## src/design/alsee_regs.vh

```
// constants for the application-layer status error encoder
`ifndef ALSEE_REGS_VH
`define ALSEE_REGS_VH
`define ALSEE_CODE_NONE     16'h0000
`define ALSEE_CODE_NVDATA   16'h0001
`define ALSEE_CODE_BADTRANS 16'h0011
`define ALSEE_CODE_UNKSTATE 16'h0012
`define ALSEE_CODE_IDCHECK  16'h0014
`define ALSEE_CODE_MBXSET   16'h0016
`define ALSEE_CODE_PDWDT    16'h001b
`define ALSEE_CODE_RXPDCFG  16'h001d
`define ALSEE_CODE_TXPDCFG  16'h001e
`define ALSEE_CODE_WDTSET   16'h001f
`define ALSEE_CODE_TXMAP    16'h0024
`define ALSEE_CODE_RXMAP    16'h0025
`define ALSEE_CODE_SYNCLOST 16'h002c
`define ALSEE_CODE_NOSYNC   16'h002d
// state encodings of the application-layer machine
`define ALSEE_ST_INIT   4'h1
`define ALSEE_ST_PREOP  4'h2
`define ALSEE_ST_BOOT   4'h3
`define ALSEE_ST_SAFEOP 4'h4
`define ALSEE_ST_OP     4'h8
// sync pulse timeouts
`define ALSEE_SYNC_FIRST_US 1000
`define ALSEE_SYNC_GAP_US   100
`define ALSEE_CLK_MHZ       100
`endif

```

## src/design/alsee_encoder.v

```verilog
// application-layer status error encoder top level
`timescale 1ns/1ps
`include "alsee_regs.vh"
module alsee_encoder #(
  parameter WDT_WIDTH = 24,
  parameter SYNC_FIRST_CYC =
    `ALSEE_SYNC_FIRST_US * `ALSEE_CLK_MHZ,
  parameter SYNC_GAP_CYC = `ALSEE_SYNC_GAP_US * `ALSEE_CLK_MHZ
) (
  // clock and reset
  input  wire                 mclk,
  input  wire                 resetn,
  // state change request from the master
  input  wire                 stateReq,
  input  wire [3:0]           stateReqCode,
  output wire [3:0]           alState,
  // nonvolatile and identity checks
  input  wire                 nvCheckDone,
  input  wire                 nvCorrupt,
  input  wire                 idCheckDone,
  input  wire                 idFail,
  // configuration writes from the master
  input  wire                 mbxCfgWrite,
  input  wire                 mbxCfgBad,
  input  wire                 rxPdCfgWrite,
  input  wire                 rxPdCfgBad,
  input  wire                 txPdCfgWrite,
  input  wire                 txPdCfgBad,
  input  wire                 wdtCfgWrite,
  input  wire [WDT_WIDTH-1:0] wdtCfgValue,
  input  wire                 txMapWrite,
  input  wire                 txMapBad,
  input  wire                 rxMapWrite,
  input  wire                 rxMapBad,
  // cyclic traffic and clock sync
  input  wire                 pdFrame,
  input  wire                 dcMode,
  input  wire                 syncPin,
  // status towards the master
  output reg  [15:0]          statusCode,
  output reg                  errorFlag,
  input  wire                 errorAck,
  output reg                  mbxReject,
  // diagnosis history
  output reg                  histWrite,
  output reg  [15:0]          histCode
);
  reg [3:0]           state;
  reg [WDT_WIDTH-1:0] wdtLimit;
  reg                 wdtValid;
  reg                 syncMeta;
  reg                 syncSync;
  reg                 syncPrev;
  reg                 syncSeen;
  reg                 bootErr;
  reg [15:0]          next_code;
  reg                 next_log;
  reg                 next_err;
  reg                 reqKnown;
  reg                 reqLegal;
  wire                syncEdge;
  wire                pdExpired;
  wire                firstExpired;
  wire                gapExpired;

  assign alState  = state;
  assign syncEdge = syncSync & ~syncPrev;

  // sync pin into mclk domain
  always @(posedge mclk or negedge resetn) begin
    if (!resetn) begin
      syncMeta <= 1'b0;
      syncSync <= 1'b0;
      syncPrev <= 1'b0;
    end else begin
      syncMeta <= syncPin;
      syncSync <= syncMeta;
      syncPrev <= syncSync;
    end
  end

  // request decode
  always @* begin
    reqKnown = 1'b0;
    reqLegal = 1'b0;
    case (stateReqCode)
      `ALSEE_ST_INIT: begin
        reqKnown = 1'b1;
        reqLegal = 1'b1;
      end
      `ALSEE_ST_PREOP: begin
        reqKnown = 1'b1;
        reqLegal = (state != `ALSEE_ST_BOOT);
      end
      `ALSEE_ST_BOOT: begin
        reqKnown = 1'b1;
        reqLegal = (state == `ALSEE_ST_INIT) ||
                   (state == `ALSEE_ST_BOOT);
      end
      `ALSEE_ST_SAFEOP: begin
        reqKnown = 1'b1;
        reqLegal = (state == `ALSEE_ST_PREOP) ||
                   (state == `ALSEE_ST_SAFEOP) ||
                   (state == `ALSEE_ST_OP);
      end
      `ALSEE_ST_OP: begin
        reqKnown = 1'b1;
        reqLegal = (state == `ALSEE_ST_SAFEOP) ||
                   (state == `ALSEE_ST_OP);
      end
      default: begin
        reqKnown = 1'b0;
        reqLegal = 1'b0;
      end
    endcase
  end

  // watchdogs
  alsee_pulse_watch #(.WIDTH(WDT_WIDTH)) uPdWdt (
    .mclk    (mclk),
    .resetn  (resetn),
    .arm     (wdtValid && state == `ALSEE_ST_OP),
    .seen    (pdFrame),
    .limit   (wdtLimit),
    .expired (pdExpired)
  );

  alsee_pulse_watch #(.WIDTH(24)) uSyncFirst (
    .mclk    (mclk),
    .resetn  (resetn),
    .arm     (dcMode && !syncSeen && !errorFlag),
    .seen    (syncEdge),
    .limit   (SYNC_FIRST_CYC[23:0]),
    .expired (firstExpired)
  );

  alsee_pulse_watch #(.WIDTH(24)) uSyncGap (
    .mclk    (mclk),
    .resetn  (resetn),
    .arm     (dcMode && syncSeen && state == `ALSEE_ST_OP),
    .seen    (syncEdge),
    .limit   (SYNC_GAP_CYC[23:0]),
    .expired (gapExpired)
  );

  // error selection, lowest priority first
  always @* begin
    next_code = `ALSEE_CODE_NONE;
    next_log  = 1'b0;
    next_err  = 1'b0;
    if (gapExpired) begin
      next_code = `ALSEE_CODE_SYNCLOST;
      next_err  = 1'b1;
    end
    if (firstExpired) begin
      next_code = `ALSEE_CODE_NOSYNC;
      next_err  = 1'b1;
    end
    if (pdExpired) begin
      next_code = `ALSEE_CODE_PDWDT;
      next_err  = 1'b1;
    end
    if (rxMapWrite && rxMapBad) begin
      next_code = `ALSEE_CODE_RXMAP;
      next_err  = 1'b1;
    end
    if (txMapWrite && txMapBad) begin
      next_code = `ALSEE_CODE_TXMAP;
      next_err  = 1'b1;
    end
    if (wdtCfgWrite && wdtCfgValue == {WDT_WIDTH{1'b0}}) begin
      next_code = `ALSEE_CODE_WDTSET;
      next_err  = 1'b1;
    end
    if (txPdCfgWrite && txPdCfgBad) begin
      next_code = `ALSEE_CODE_TXPDCFG;
      next_err  = 1'b1;
    end
    if (rxPdCfgWrite && rxPdCfgBad) begin
      next_code = `ALSEE_CODE_RXPDCFG;
      next_err  = 1'b1;
    end
    if (mbxCfgWrite && mbxCfgBad) begin
      next_code = `ALSEE_CODE_MBXSET;
      next_err  = 1'b1;
    end
    if (stateReq && reqKnown && !reqLegal) begin
      next_code = `ALSEE_CODE_BADTRANS;
      next_err  = 1'b1;
    end
    if (stateReq && !reqKnown) begin
      next_code = `ALSEE_CODE_UNKSTATE;
      next_err  = 1'b1;
    end
    if (idCheckDone && idFail) begin
      next_code = `ALSEE_CODE_IDCHECK;
      next_log  = 1'b1;
      next_err  = 1'b1;
    end
    if (nvCheckDone && nvCorrupt) begin
      next_code = `ALSEE_CODE_NVDATA;
      next_log  = 1'b1;
      next_err  = 1'b1;
    end
  end

  // state, config and status registers
  always @(posedge mclk or negedge resetn) begin
    if (!resetn) begin
      state      <= `ALSEE_ST_INIT;
      wdtLimit   <= {WDT_WIDTH{1'b0}};
      wdtValid   <= 1'b0;
      syncSeen   <= 1'b0;
      bootErr    <= 1'b0;
      statusCode <= `ALSEE_CODE_NONE;
      errorFlag  <= 1'b0;
      mbxReject  <= 1'b0;
      histWrite  <= 1'b0;
      histCode   <= `ALSEE_CODE_NONE;
    end else begin
      histWrite <= next_log;
      if (next_log)
        histCode <= next_code;
      mbxReject <= mbxCfgWrite && mbxCfgBad;
      if (wdtCfgWrite && wdtCfgValue != {WDT_WIDTH{1'b0}}) begin
        wdtLimit <= wdtCfgValue;
        wdtValid <= 1'b1;
      end
      if (!dcMode)
        syncSeen <= 1'b0;
      else if (syncEdge)
        syncSeen <= 1'b1;
      if (next_log)
        bootErr <= 1'b1;
      // a new fault wins over the acknowledge
      if (next_err) begin
        statusCode <= next_code;
        errorFlag  <= 1'b1;
      end else if (errorAck) begin
        statusCode <= `ALSEE_CODE_NONE;
        errorFlag  <= 1'b0;
      end
      // process data and sync gap timeouts drop the machine to SAFEOP, logged faults to INIT when no such timeout comes in the same cycle
      if (next_err) begin
        if (pdExpired || gapExpired)
          state <= `ALSEE_ST_SAFEOP;
        else if (next_log)
          state <= `ALSEE_ST_INIT;
      end else if (stateReq && reqLegal && !bootErr &&
                   (!errorFlag ||
                    stateReqCode == `ALSEE_ST_INIT ||
                    stateReqCode == `ALSEE_ST_PREOP)) begin
        state <= stateReqCode;
      end
    end
  end
endmodule // alsee_encoder

```

## src/design/alsee_pulse_watch.v

```verilog
// timeout watcher for a pulse or frame that must recur
`timescale 1ns/1ps
module alsee_pulse_watch #(
  parameter WIDTH = 20
) (
  // clock and reset
  input  wire             mclk,
  input  wire             resetn,
  // control
  input  wire             arm,
  input  wire             seen,
  input  wire [WIDTH-1:0] limit,
  // result
  output reg              expired
);
  reg [WIDTH-1:0] count;

  always @(posedge mclk or negedge resetn) begin
    if (!resetn) begin
      count   <= {WIDTH{1'b0}};
      expired <= 1'b0;
    end else if (!arm || seen) begin
      count   <= {WIDTH{1'b0}};
      expired <= 1'b0;
    end else if (count >= limit) begin
      expired <= 1'b1;
    end else begin
      count <= count + {{(WIDTH-1){1'b0}}, 1'b1};
    end
  end
endmodule // alsee_pulse_watch

```

## config.mk

```make
export PLATFORM = sky130hd
export DESIGN_NAME = alsee_encoder
export DESIGN_NICKNAME = d
export VERILOG_FILES = /design/src/design/alsee_encoder.v /design/src/design/alsee_pulse_watch.v
export VERILOG_INCLUDE_DIRS = /design/src /design/src/design
export SDC_FILE = /design/constraint.sdc
export NUM_CORES = 1
export LEC_CHECK = 0
export BUFFER_PORTS_ARGS = -buffer_cell sky130_fd_sc_hd__clkbuf_2
export CAP_MARGIN = 20
export CORE_MARGIN = 5
export CORE_UTILIZATION = 40
export CTS_CLUSTER_SIZE = 40
export DETAILED_ROUTE_END_ITERATION = 7
export RECOVER_POWER = 25
export SLEW_MARGIN = 25
export SYNTH_ARGS = -nofsm -noshare
export SYNTH_HDL_FRONTEND = slang
export SYNTH_SLANG_ARGS = --single-unit
```

## constraint.sdc

```tcl
create_clock -name mclk -period 3.1 [get_ports mclk]
set_input_delay 0.31 -clock mclk [delete_from_list [all_inputs] [get_ports mclk]]
set_output_delay 0.31 -clock mclk [all_outputs]
set_load 0.02 [all_outputs]
```

==> results.sh <==
export IMPL_fin_area_mm2=0.00777
export IMPL_ys_seq_area_share_pct=47.0
export IMPL_coreArea_mm2=0.0164
export IMPL_cts_setup_buffers=0
export IMPL_finClkSkew_ns=0.00863
export IMPL_synth_compound_area_share_pct=11.6
export IMPL_critPathKind="reg -> reg"
export IMPL_worstMarginPinSlew_ns=1.35
export IMPL_synth_ff_latch_count=124
export IMPL_first_iter_violations=372
export IMPL_grt_pass1_vias=5204
export IMPL_htreeDepth=4
export IMPL_ant_nets=0
export IMPL_syn_to_final_growth_pct=17.5
export IMPL_topRoutingLayerUsed="met4"
export IMPL_maxCapViolations=0
export IMPL_hold_depth=3
export IMPL_synth_top_family_by_area="simple AND/OR/NAND/NOR gates"
export IMPL_fin_crit_sh_pct=84.7
export IMPL_setup_violations=0
export IMPL_wl_per_cell_um=15.3
export IMPL_p_leak_nw=3.47
export IMPL_end_kind="flop"
export IMPL_drt_first_pass_iters=7
export IMPL_setup_worst_path_start_class="flop"
export IMPL_synth_cell_area_mm2=0.00661
export IMPL_rr_worst_depth=8
export IMPL_grt_first_pass_wirelength_mm=25.3
export IMPL_fmax_mhz=381
export IMPL_ys_async_sr_fraction_pct=100
export IMPL_synth_ff_type="dfrtp_1"
export IMPL_cp_max_fo=43
export IMPL_clkTransAtPathRegs_ns=0.05
export IMPL_worstPathArrival_ns=2.96
export IMPL_cts_tree="done"
export IMPL_avgSynthCellArea_um2=9.74
export IMPL_final_seq_area_mm2=0.00310
export IMPL_gp_congestion=0.822
export IMPL_report_final_slew_viol_count=0
export IMPL_synth_xor_xnor_area_share_pct=3.98
export IMPL_cts_buffers=17
export IMPL_drive_gt1_share_pct=18.2
export IMPL_dp_hpwl_mm=11.0
export IMPL_rsz0062_at_grt="no"
export IMPL_final_cells=993
export IMPL_syn_inst=679
export IMPL_core_rowCount=47
export IMPL_wl_mm=15.2
export IMPL_vias=5303
export IMPL_routed_wl_met2_mm=7.82
export IMPL_antenna_cells=0
export IMPL_grt_max_degree=73
export IMPL_max_slew_margin_pct=9.67
export IMPL_outcome="finished, final reports clean"
export IMPL_dieArea_mm2=0.0192
export IMPL_yosysUniqueCellTypes=62
export IMPL_yosys_top_cells_area="dfrtp_1, ha_1, nand2_1"
export IMPL_vias_per_cell=5.34
export IMPL_grt_util_all_layers_pct=16.0
export IMPL_power_w=0.00385
export IMPL_min_path_type="in -> reg"
export IMPL_antenna_found_initial=0
export IMPL_die_w_um=139
export IMPL_nFillCells=1542
export IMPL_yosys_warnings=0
export IMPL_synth_top_area_share_pct=46.6
export IMPL_clockBufferDepth=2
export IMPL_die_h_um=139
export IMPL_met1Wirelength_mm=6.48
export IMPL_fin_nets=839
export IMPL_hold_viol=0
export IMPL_tns_ns=0
export IMPL_powerDensity_mw_per_mm2=495
export IMPL_peakVddDrop_mv=0.358
export IMPL_crit_required_ns=3.44
export IMPL_muxShareOfSynthArea_pct=3.52
export IMPL_synth_simple_gate_area_share_pct=22.4
export IMPL_start_util_pct=40.3
export IMPL_cts_root_buf="clkbuf_16"
export IMPL_synth_edff_count=0
export IMPL_cts_sinks=124
export IMPL_multi_input_area_mm2=0.00319
export IMPL_grt_ovfl_total=0
export IMPL_drcViolationCount=0
export IMPL_wl_met3_um=570
export IMPL_yosysTopAreaCell="dfrtp_1"
export IMPL_portBuffers=68
export IMPL_clk_insertion_delay_late_ns=0.41
export IMPL_min_period_ns=2.63
export IMPL_whs_ns=0.109
export IMPL_dp_cells=959
export IMPL_io_pins=89
export IMPL_place_area_mm2=0.00720
export IMPL_yosys_area_share_adder_pct=5.49
==> worst max-delay path, stage by stage, from the launching register on <==
cell and delay [ns]:
dfrtp_1 0.44, ha_1 0.34, a21oi_1 0.14, o21ai_0 0.13, a221oi_1 0.43, nand2_1 0.09, buf_4 0.25, or4_1 0.53
a21oi_1 0.16
==> report_power, final <==
group	switching, W	leakage, nW	internal [W]
sequential	0.0000274	1.64	0.00167
clock	0.000678	0.277	0.00118
combinational	0.000184	1.55	0.000110
==> through the flow <==
step,setup slack (ns),utilization [%]
3_3_place_gp,0.595,43.9
5_1_grt,0.203,47.4
3_5_place_dp,0.501,43.9
2_1_floorplan,0.694,-
6_report,0.475,47.4
4_1_cts,0.470,47.4
==> cell usage in the layout (no fill, tap or decap), types with 13 or more instances in the layout <==
cell,n
dfrtp_1,123
clkbuf_2,67
nand2_1,61
inv_1,44
nor2_1,44
a21oi_1,41
ha_1,29
nand3_1,26
nor4_1,24
and2_1,23
xnor2_1,20
o31ai_1,20
or4_1,20
conb_1,20
nand4_1,18
mux2_2,18
clkbuf_16,17
o21ai_0,14
buf_4,13
==> layout make-up <==
class	count	area share (%)
multi-input combinational	489	41.1
sequential	124	40.0
clock buffer	25	6.38
timing repair buffer	84	6.14
tap	220	3.54
inverter	44	2.13
clock inverter	7	0.805
==> final timing paths <==
check                                 start  slack, ns               end
setup / recovery           uPdWdt.count[13]       0.47  uPdWdt.count[23]
hold / removal               wdtCfgValue[8]       0.11       wdtLimit[8]
setup reg to reg           uPdWdt.count[13]       0.47  uPdWdt.count[23]
hold reg to reg                    syncMeta       0.35          syncSync
max in group asynchronous            resetn       1.27        alState[0]
min in group asynchronous            resetn       0.76      wdtLimit[15]
==> cells by family (layout without fill, tap and decap cells) <==
kind of cell | after synthesis | in the layout
AND/OR/NAND/NOR | 273 | 273
adder cells (fa/ha/maj) | 29 | 29
AO/OA/AOI/OAI | 116 | 116
buffers and inverters | 85 | 160
XOR/XNOR | 30 | 30
multiplexers | 21 | 21
other | 1 | 20
flip-flops | 124 | 124
==> flip-flops by register name, indices dropped and copies added, names as in the netlist <==
register / flops
uPdWdt.count: 24
uSyncFirst.count: 24
uSyncGap.count: 24
wdtLimit: 24
histCode: 6
statusCode: 6
alState: 4
bootErr: 1
errorFlag: 1
histWrite: 1
mbxReject: 1
syncMeta: 1
syncPrev: 1
syncSeen: 1
syncSync: 1
uPdWdt.expired: 1
uSyncFirst.expired: 1
uSyncGap.expired: 1
wdtValid: 1
==> layer usage <==
metal	global-route usage [%]	vias to the layer above
met5	0	-
met4	6.66	0
met3	3.48	25
met2	27.6	124
met1	19.6	2569
li1	-	2585
==> Yosys cell counts (2+ instances only) <==
| library cell | n |
|---|---|
| dfrtp_1 | 123 |
| nand2_1 | 61 |
| inv_1 | 44 |
| nor2_1 | 44 |
| a21oi_1 | 42 |
| ha_1 | 29 |
| nand3_1 | 26 |
| and2_1 | 25 |
| nor4_1 | 24 |
| buf_4 | 20 |
| o31ai_1 | 20 |
| or4_1 | 20 |
| xnor2_1 | 20 |
| clkbuf_1 | 19 |
| mux2_2 | 18 |
| nand4_1 | 18 |
| o21ai_0 | 14 |
| and3_1 | 12 |
| xor2_1 | 10 |
| and4_1 | 9 |
| nor3_1 | 9 |
| nand2b_1 | 6 |
| a211oi_1 | 5 |
| nor2b_1 | 5 |
| o21a_1 | 5 |
| mux2i_1 | 3 |
| a2111oi_0 | 2 |
| a21o_1 | 2 |
| a31o_2 | 2 |
| a31oi_1 | 2 |
| buf_1 | 2 |
| nor3b_1 | 2 |
| o211ai_1 | 2 |
| o221ai_1 | 2 |
| o32ai_1 | 2 |
| o41ai_1 | 2 |
| or2_2 | 2 |
| or3_4 | 2 |
==> repair_timing <==
item,4_1_cts,5_1_grt
endpoints found under the setup margin,0,0
hold buffers,2,0
hold endpoints to repair,53,0
gates resized for setup,0,0
(Power assumes the default switching activity.)
